<file path="config.mk">
export PLATFORM = sky130hd
export DESIGN_NAME = nab_timers
export DESIGN_NICKNAME = d
export VERILOG_FILES = /design/src/rtl/nab_pkg.sv /design/src/rtl/nab_timers.sv
export VERILOG_INCLUDE_DIRS = /design/src /design/src/rtl
export SDC_FILE = /design/constraint.sdc
export NUM_CORES = 2
export LEC_CHECK = 0
export CAP_MARGIN = 20
export CORE_MARGIN = 8
export CORE_UTILIZATION = 50
export DETAILED_ROUTE_END_ITERATION = 8
export DONT_BUFFER_PORTS = 1
export PLACE_DENSITY = 0.68
export SLEW_MARGIN = 20
export SYNTH_ARGS = -nofsm -noshare
export SYNTH_HDL_FRONTEND = slang
export SYNTH_SLANG_ARGS = --single-unit
export TNS_END_PERCENT = 30
</file>
<file path="constraint.sdc">
create_clock -name clk_in -period 4.15 [get_ports clk_in]
set_input_delay 0.415 -clock clk_in [delete_from_list [all_inputs] [get_ports clk_in]]
set_output_delay 0.415 -clock clk_in [all_outputs]
set_load 0.01 [all_outputs]
</file>
<file path="src/rtl/nab_consts.svh">
`ifndef NAB_CONSTS_SVH
`define NAB_CONSTS_SVH
// Timer tick and timing widths.
`define NAB_CLK_MHZ        250
`define NAB_TICK_US        1
`define NAB_TICK_CYC       (`NAB_CLK_MHZ * `NAB_TICK_US)
`define NAB_TICK_CW        8
`define NAB_TW             20
`define NAB_PKT_B_MAX_MS   250
`define NAB_PKT_B_MAX      (`NAB_PKT_B_MAX_MS * 1000 / `NAB_TICK_US)
// Address field handling.
`define NAB_AW             8
`define NAB_NDEST          16
`define NAB_IW             5
`define NAB_ADDR_RSVD      8'h00
`define NAB_ADDR_SP1       8'h01
`define NAB_ADDR_SP2       8'h02
`define NAB_ADDR_SP3       8'h03
`endif

</file>
<file path="src/rtl/nab_pkg.sv">
package nab_pkg;
  typedef enum logic [1:0] {
    NAB_IDLE = 2'b00,
    NAB_LAG  = 2'b01,
    NAB_RUN  = 2'b10
  } nab_phase_t;

  typedef struct packed {
    logic [19:0] preamble;
    logic [19:0] lag;
    logic [19:0] busy_param;
    logic [19:0] tolerance_time;
    logic [19:0] time_a;
    logic [19:0] ack_len;
    logic [19:0] turn;
    logic [19:0] ack_prep;
  } nab_params_t;

  typedef struct packed {
    logic       busy;
    logic       tx_grant;
    nab_phase_t phase;
    logic [19:0] lag_cnt;
    logic [7:0]  tick_cnt;
    logic [19:0] hold_cnt;
    logic [19:0] tp_cnt;
    logic        hold_run;
    logic        tp_run;
    logic        hold_done;
    logic        tp_done;
    logic        own_found;
    logic [19:0] hold_delay;
    logic [19:0] tp_value;
    logic [19:0] detect_time;
  } nab_state_t;
endpackage : nab_pkg

</file>
<file path="src/rtl/nab_timers.sv">
`timescale 1ns/1ns
`include "nab_consts.svh"
// Contract
// - Busy clears only when neither voice nor data is detected.
// - No voice detected means voice never makes the net busy.
// - Voice busy sets the link busy indicator.
// - Busy indicator inhibits all transmissions, coupled responses too.
// - All stations use the same data busy detect time.
// - Formula detect time is default when no measured value exists.
// - Earlier equipment busy signal is used for busy sensing.
// - Without special capability, received data itself signals busy.
// - Detect time is preamble plus lag plus busy parameter plus tolerance.
// - Hold delay chosen from own address position in destinations.
// - Reserved address 0 is ignored and takes no position.
// - Hold delay timer starts exactly at end of equipment lag.
// - All subnet stations use identical hold delay parameters.
// - Base slot sums preamble, time_a, ack length, lag, turn, tolerance.
// - Timeout is j times base slot plus tolerance plus max(ackprep,turn).
// - Sender excludes special address 3; values held in exact ticks.
// - Hold delay is (i-1) slots plus max(ackprep,turn) plus tolerance.
// - Timeout must expire before access delay is scheduled.
// - Sender waits for expected acknowledgements during the timeout.
// - Timeout parameters identical on subnet except immediate retransmit.
// - Retransmit sender counts 1 and 2; receivers count 1, 2 and 3.
// - Timeout timer starts exactly when equipment lag ends.
// - Data busy sets the same indicator as voice busy.
// - In packet mode busy parameter is limited to 250 ms.
module nab_timers (
  input  wire logic                    clk_in,
  input  wire logic                    rst_in,
  input  wire nab_pkg::nab_params_t    params_in,
  input  wire logic                    measured_valid_in,
  input  wire logic [`NAB_TW-1:0]      measured_detect_in,
  input  wire logic                    packet_mode_in,
  input  wire logic                    voice_detect_in,
  input  wire logic                    carrier_detect_in,
  input  wire logic                    early_busy_valid_in,
  input  wire logic                    data_detect_in,
  input  wire logic                    tx_request_in,
  input  wire logic                    frame_end_in,
  input  wire logic                    is_sender_in,
  input  wire logic                    immed_retx_in,
  input  wire logic [`NAB_AW-1:0]      own_addr_in,
  input  wire logic [`NAB_NDEST*`NAB_AW-1:0] dest_addrs_in,
  input  wire logic [`NAB_NDEST-1:0]   dest_valid_in,
  output logic                         busy_out,
  output logic                         tx_grant_out,
  output logic                         hold_expired_out,
  output logic                         tp_expired_out,
  output logic                         addressed_out,
  output logic [`NAB_TW-1:0]           hold_delay_out,
  output logic [`NAB_TW-1:0]           timeout_out,
  output logic [`NAB_TW-1:0]           detect_time_out
);

  // ----------------------------------------------------------------
  // Arithmetic helpers.
  // ----------------------------------------------------------------
  function automatic logic [`NAB_TW-1:0] max2(
    input logic [`NAB_TW-1:0] a,
    input logic [`NAB_TW-1:0] b
  );
    max2 = (a > b) ? a : b;
  endfunction : max2

  function automatic logic [`NAB_TW-1:0] sat_add(
    input logic [`NAB_TW-1:0] a,
    input logic [`NAB_TW-1:0] b
  );
    logic [`NAB_TW:0] s;
    s = {1'b0, a} + {1'b0, b};
    sat_add = s[`NAB_TW] ? '1 : s[`NAB_TW-1:0];
  endfunction : sat_add

  // ----------------------------------------------------------------
  // Derived timing values.
  // ----------------------------------------------------------------
  logic [`NAB_TW-1:0] b_lim;
  logic [`NAB_TW-1:0] base_hold_slot;
  logic [`NAB_TW-1:0] resp_margin;
  logic [`NAB_TW-1:0] calc_detect;
  logic [`NAB_IW-1:0] pos_i;
  logic [`NAB_IW-1:0] count_j;
  logic               own_hit;
  logic [`NAB_TW+`NAB_IW-1:0] prod_i;
  logic [`NAB_TW+`NAB_IW-1:0] prod_j;
  logic [`NAB_TW-1:0] hold_calc;
  logic [`NAB_TW-1:0] tp_calc;
  logic               voice_busy;
  logic               data_busy;

  always_comb
  begin
    b_lim = params_in.busy_param;
    if (packet_mode_in && b_lim > `NAB_TW'(`NAB_PKT_B_MAX))
    begin
      b_lim = `NAB_TW'(`NAB_PKT_B_MAX);
    end
    calc_detect = sat_add(sat_add(params_in.preamble, params_in.lag),
                          sat_add(b_lim, params_in.tolerance_time));
    base_hold_slot = sat_add(sat_add(sat_add(params_in.preamble,
                                             params_in.time_a),
                                     sat_add(params_in.ack_len,
                                             params_in.lag)),
                             sat_add(params_in.turn,
                                     params_in.tolerance_time));
    resp_margin = sat_add(max2(params_in.ack_prep, params_in.turn),
                          params_in.tolerance_time);
  end

  always_comb
  begin
    logic [`NAB_AW-1:0] a;
    a = '0;
    pos_i = '0;
    count_j = '0;
    own_hit = 1'b0;
    for (int k = 0; k < `NAB_NDEST; k++)
    begin
      a = dest_addrs_in[k*`NAB_AW +: `NAB_AW];
      if (dest_valid_in[k] && a != `NAB_ADDR_RSVD)
      begin
        if (!own_hit)
        begin
          pos_i = pos_i + 1'b1;
        end
        if (a == own_addr_in)
        begin
          own_hit = 1'b1;
        end
        if (immed_retx_in && is_sender_in)
        begin
          if (a != `NAB_ADDR_SP3)
          begin
            count_j = count_j + 1'b1;
          end
        end
        else if (!(is_sender_in && a == `NAB_ADDR_SP3))
        begin
          count_j = count_j + 1'b1;
        end
      end
    end
    prod_i = base_hold_slot * (own_hit ? pos_i - 1'b1 : '0);
    prod_j = base_hold_slot * count_j;
    hold_calc = sat_add(|prod_i[`NAB_TW+`NAB_IW-1:`NAB_TW] ? '1 :
                        prod_i[`NAB_TW-1:0], resp_margin);
    tp_calc = sat_add(|prod_j[`NAB_TW+`NAB_IW-1:`NAB_TW] ? '1 :
                      prod_j[`NAB_TW-1:0], resp_margin);
  end

  // ----------------------------------------------------------------
  // Busy sensing.
  // ----------------------------------------------------------------
  always_comb
  begin
    voice_busy = voice_detect_in;
    data_busy = early_busy_valid_in ? carrier_detect_in
                                    : data_detect_in;
  end

  // ----------------------------------------------------------------
  // State registers.
  // ----------------------------------------------------------------
  nab_pkg::nab_state_t st_reg;
  nab_pkg::nab_state_t st_next;

  always_comb
  begin
    st_next = st_reg;
    if (voice_busy || data_busy)
    begin
      st_next.busy = 1'b1;
    end
    else
    begin
      st_next.busy = 1'b0;
    end
    st_next.detect_time = measured_valid_in ? measured_detect_in
                                            : calc_detect;
    st_next.tick_cnt = (st_reg.tick_cnt == `NAB_TICK_CW'(`NAB_TICK_CYC - 1))
                       ? '0 : st_reg.tick_cnt + 1'b1;
    case (st_reg.phase)
      nab_pkg::NAB_IDLE:
      begin
        if (frame_end_in)
        begin
          st_next.phase = nab_pkg::NAB_LAG;
          st_next.lag_cnt = params_in.lag;
          st_next.hold_delay = hold_calc;
          st_next.tp_value = tp_calc;
          st_next.own_found = own_hit;
          st_next.hold_done = 1'b0;
          st_next.tp_done = 1'b0;
          st_next.tick_cnt = '0;
        end
      end
      nab_pkg::NAB_LAG:
      begin
        if (st_reg.lag_cnt == '0)
        begin
          st_next.phase = nab_pkg::NAB_RUN;
          st_next.hold_cnt = st_reg.hold_delay;
          st_next.tp_cnt = st_reg.tp_value;
          st_next.hold_run = st_reg.own_found;
          st_next.tp_run = 1'b1;
          st_next.tick_cnt = '0;
        end
        else if (st_reg.tick_cnt == `NAB_TICK_CW'(`NAB_TICK_CYC - 1))
        begin
          st_next.lag_cnt = st_reg.lag_cnt - 1'b1;
        end
      end
      nab_pkg::NAB_RUN:
      begin
        if (st_reg.tick_cnt == `NAB_TICK_CW'(`NAB_TICK_CYC - 1))
        begin
          if (st_reg.hold_run)
          begin
            if (st_reg.hold_cnt <= `NAB_TW'(1))
            begin
              st_next.hold_run = 1'b0;
              st_next.hold_done = 1'b1;
            end
            st_next.hold_cnt = st_reg.hold_cnt - 1'b1;
          end
          if (st_reg.tp_cnt <= `NAB_TW'(1))
          begin
            st_next.tp_run = 1'b0;
            st_next.tp_done = 1'b1;
            st_next.phase = nab_pkg::NAB_IDLE;
          end
          st_next.tp_cnt = st_reg.tp_cnt - 1'b1;
        end
      end
      default:
      begin
        st_next.phase = nab_pkg::NAB_IDLE;
      end
    endcase
    st_next.tx_grant = tx_request_in && !st_next.busy
                       && st_next.phase == nab_pkg::NAB_IDLE;
  end

  always_ff @(posedge clk_in or posedge rst_in)
  begin
    if (rst_in)
    begin
      st_reg <= '0;
    end
    else
    begin
      st_reg <= st_next;
    end
  end

  assign busy_out = st_reg.busy;
  assign tx_grant_out = st_reg.tx_grant;
  assign hold_expired_out = st_reg.hold_done;
  assign tp_expired_out = st_reg.tp_done;
  assign addressed_out = st_reg.own_found;
  assign hold_delay_out = st_reg.hold_delay;
  assign timeout_out = st_reg.tp_value;
  assign detect_time_out = st_reg.detect_time;
endmodule : nab_timers

</file>
==> metrics.txt <==
status finished with violations; violated checks negative setup slack; Slowest cell on crit path fa_1; core area 0.0653 mm2; CP Data Arrival Time 19,740 ps; Startpoint Class input port; Clock transition at path regs 70 ps; layout cell share with drive strength beyond 1 0.338; # nets final 6,352; maximum buffer depth of the clock tree 2; crit path setup slack, layout -15,230 ps; RR Startpoint st_reg[116]$_DFFE_PP0P_; Setup Skew 18.5 ps; clock root buffer clkbuf_16; dpl hpwl 92,300 um; vias in the first global route 35,400; Crit path top cell by count buf_4; Synth cell types 101; hold_ws 82.1 ps; initial core utilization 0.502; sequential share of the synthesized area 0.104; Routed wire per std cell 19.4 um; initial antenna violation count 2; clock latency on the worst-skew pair 440 ps; critical path fanouts, max 7; Final period util 4.67; ys flop type dfrtp_1; Sequential Area 0.00340 mm2; synthesized area 0.0327 mm2; Residual DRC 0; share of synthesized area spent on multiplexers 0.0139; #FFs+latches synth 136; synthesized instance count 4,232; CTS tree done; Layout area overhead 39.5%; reg2reg path depth 14; Die ar. 0.0739 mm2; worst setup path category input port to flip-flop; worst path required time 4520 ps; grt total ovfl 0; ANT cells 0; yosys warns 0; syn_nets 5,184; CTS Buf Count 17; most frequent cells in the layout buf_4, inv_1, nor2_1, ha_1, nand2_1; post-synthesis compound-gate area fraction 0.196; normalized max-slew margin 0.541; Post-synth ARST share 1.00; EDFF count, synth 0; Crit. End Element flip-flop; die height 272 um; fmax 51.6 MHz; most common cell after layout, fill and taps aside buf_4; Post-Synth XOR/XNOR Area 0.117; post-layout min period 19,380 ps; Iter 0 DRT Violations 2,698; Hold Path Origin tx_request_in; Post-Synth Simple-Gate Area 0.197; largest net degree at the start of global routing 64; hold depth 2; setup violators final 60; DR pass1 iterations 5; Buffers on Ports 0; Post-Synth Adder-Cell Area 0.285; Top Ports 409; Layout fillers 4,982; Die W 272 um; GPL Wtd Cong 1.00; Hold Fails Final Rpt 0; Hold/Removal Path Class input port to flip-flop; Routed WL 121,000 um; RR Endpoint st_reg[98]$_DFFE_PP0P_; Non-Filler Cell Area, Final 0.0457 mm2; CP max stage delay 590 ps; syn avg cell area 7.74 um2; vias 36,000; max-cap viol count 0; pins over their slew limit 0; max reg flops 71; antenna-violating nets left 0; first-pass GRT wire length 182,000 um; multi-input logic area 0.0284 mm2; Clock Sinks 136; H-tree levels 4; Vias/cell 5.74; Hold EP tx_grant_out$_DFF_PP0_; Rows 94; Slew @ Worst Pin 687 ps; largest family of logic cells by synthesized area adder cells; RSZ-0062 raised after global routing true; reg2reg setup slack 220 ps; GRT Util Overall 0.299; Area after DPL 0.0413 mm2
-- worst max-delay path, delay by kind of cell --
kind | cells | cell delay (ps)
xor gates and xnor gates | 3 | 430
and+or+nand+nor | 18 | 2790
muxes | 6 | 1570
AOI/OAI and AO/OA | 25 | 3780
adders and majority gates | 22 | 6760
buffers and inverters | 34 | 3950
-- metrics by stage --
step / utilization / TNS (ps) / setup WS, ps / instances
final: 0.700 / -630540 / -15230 / 6274
after global routing: 0.700 / -673170 / -16020 / 6274
after CTS: 0.673 / -615950 / -14150 / 6208
after detailed placement: 0.633 / -729680 / -15860 / 5968
after global placement: 0.633 / -699480 / -15170 / 5968
after floorplan: - / -686320 / -15000 / 4232
-- area by class of cell --
| cell class | count | share of cell area |
|---|---|---|
| well taps | 864 | 0.0237 |
| clock buffers | 19 | 0.00991 |
| flip-flops and latches | 136 | 0.0745 |
| repair buffers | 1345 | 0.227 |
| inverters | 493 | 0.0408 |
| clock inverters | 10 | 0.00263 |
| multi-input cells | 3407 | 0.621 |
-- logic make-up after synthesis --
kind of cell	Yosys count
compound gates	1019
xor+xnor	417
fa+ha+maj	610
buf+inv	690
flops	136
mux	42
simple gates	1318
-- what timing repair did --
action | in CTS | in global routing
hold buffers | 1 | 0
cloned | 3 | 4
buffers inserted | 208 | 65
endpoints found under the hold margin | 61 | 0
pin swaps | 136 | 191
setup endpoints to repair | 91 | 100
gates resized for setup | 161 | 277
-- synth_stat cells, types with 38 or more instances --
master	number	share of area
a21boi_0	50	0.011
a21o_1	43	0.0099
a21oi_1	285	0.044
buf_4	61	0.014
clkbuf_1	104	0.012
dfrtp_1	136	0.10
fa_1	225	0.14
ha_1	383	0.15
inv_1	492	0.056
nand2_1	308	0.035
nand2b_1	63	0.012
nand3_1	133	0.020
nand4_1	45	0.0086
nor2_1	374	0.043
nor2b_1	48	0.0092
nor3_1	94	0.014
nor4_1	54	0.010
o211ai_1	65	0.015
o21ai_0	268	0.041
o21bai_1	48	0.011
or3_1	38	0.0073
xnor2_1	299	0.080
xor2_1	101	0.027
-- layer usage --
| layer | GRT usage | share of wire | wire [um] | vias up |
|---|---|---|---|---|
| met1 | 0.367 | 0.39 | 47000 | 17200 |
| li1 | - | - | - | 16800 |
| met2 | 0.521 | 0.48 | 58400 | 1587 |
| met3 | 0.0525 | 0.086 | 10400 | 386 |
| met4 | 0.113 | 0.046 | 5630 | 2 |
| met5 | 0 | 0.00011 | 13 | - |
-- worst max path at each step --
stage | start | end | slack (ps)
6_report | dest_addrs_in[19] | hold_delay_out[12]$_DFFE_PP0P_ | -15230
5_1_grt | dest_addrs_in[19] | hold_delay_out[7]$_DFFE_PP0P_ | -16020
4_1_cts | dest_addrs_in[19] | hold_delay_out[0]$_DFFE_PP0P_ | -14150
3_5_place_dp | params_in[60] | hold_delay_out[9]$_DFFE_PP0P_ | -15860
3_3_place_gp | params_in[60] | hold_delay_out[14]$_DFFE_PP0P_ | -15170
2_1_floorplan | dest_addrs_in[20] | hold_delay_out[14]$_DFFE_PP0P_ | -15000
Power is left out: the tool's default activity adds up to more than one toggle a clock period on the data nets, which glitch-free logic cannot reach.
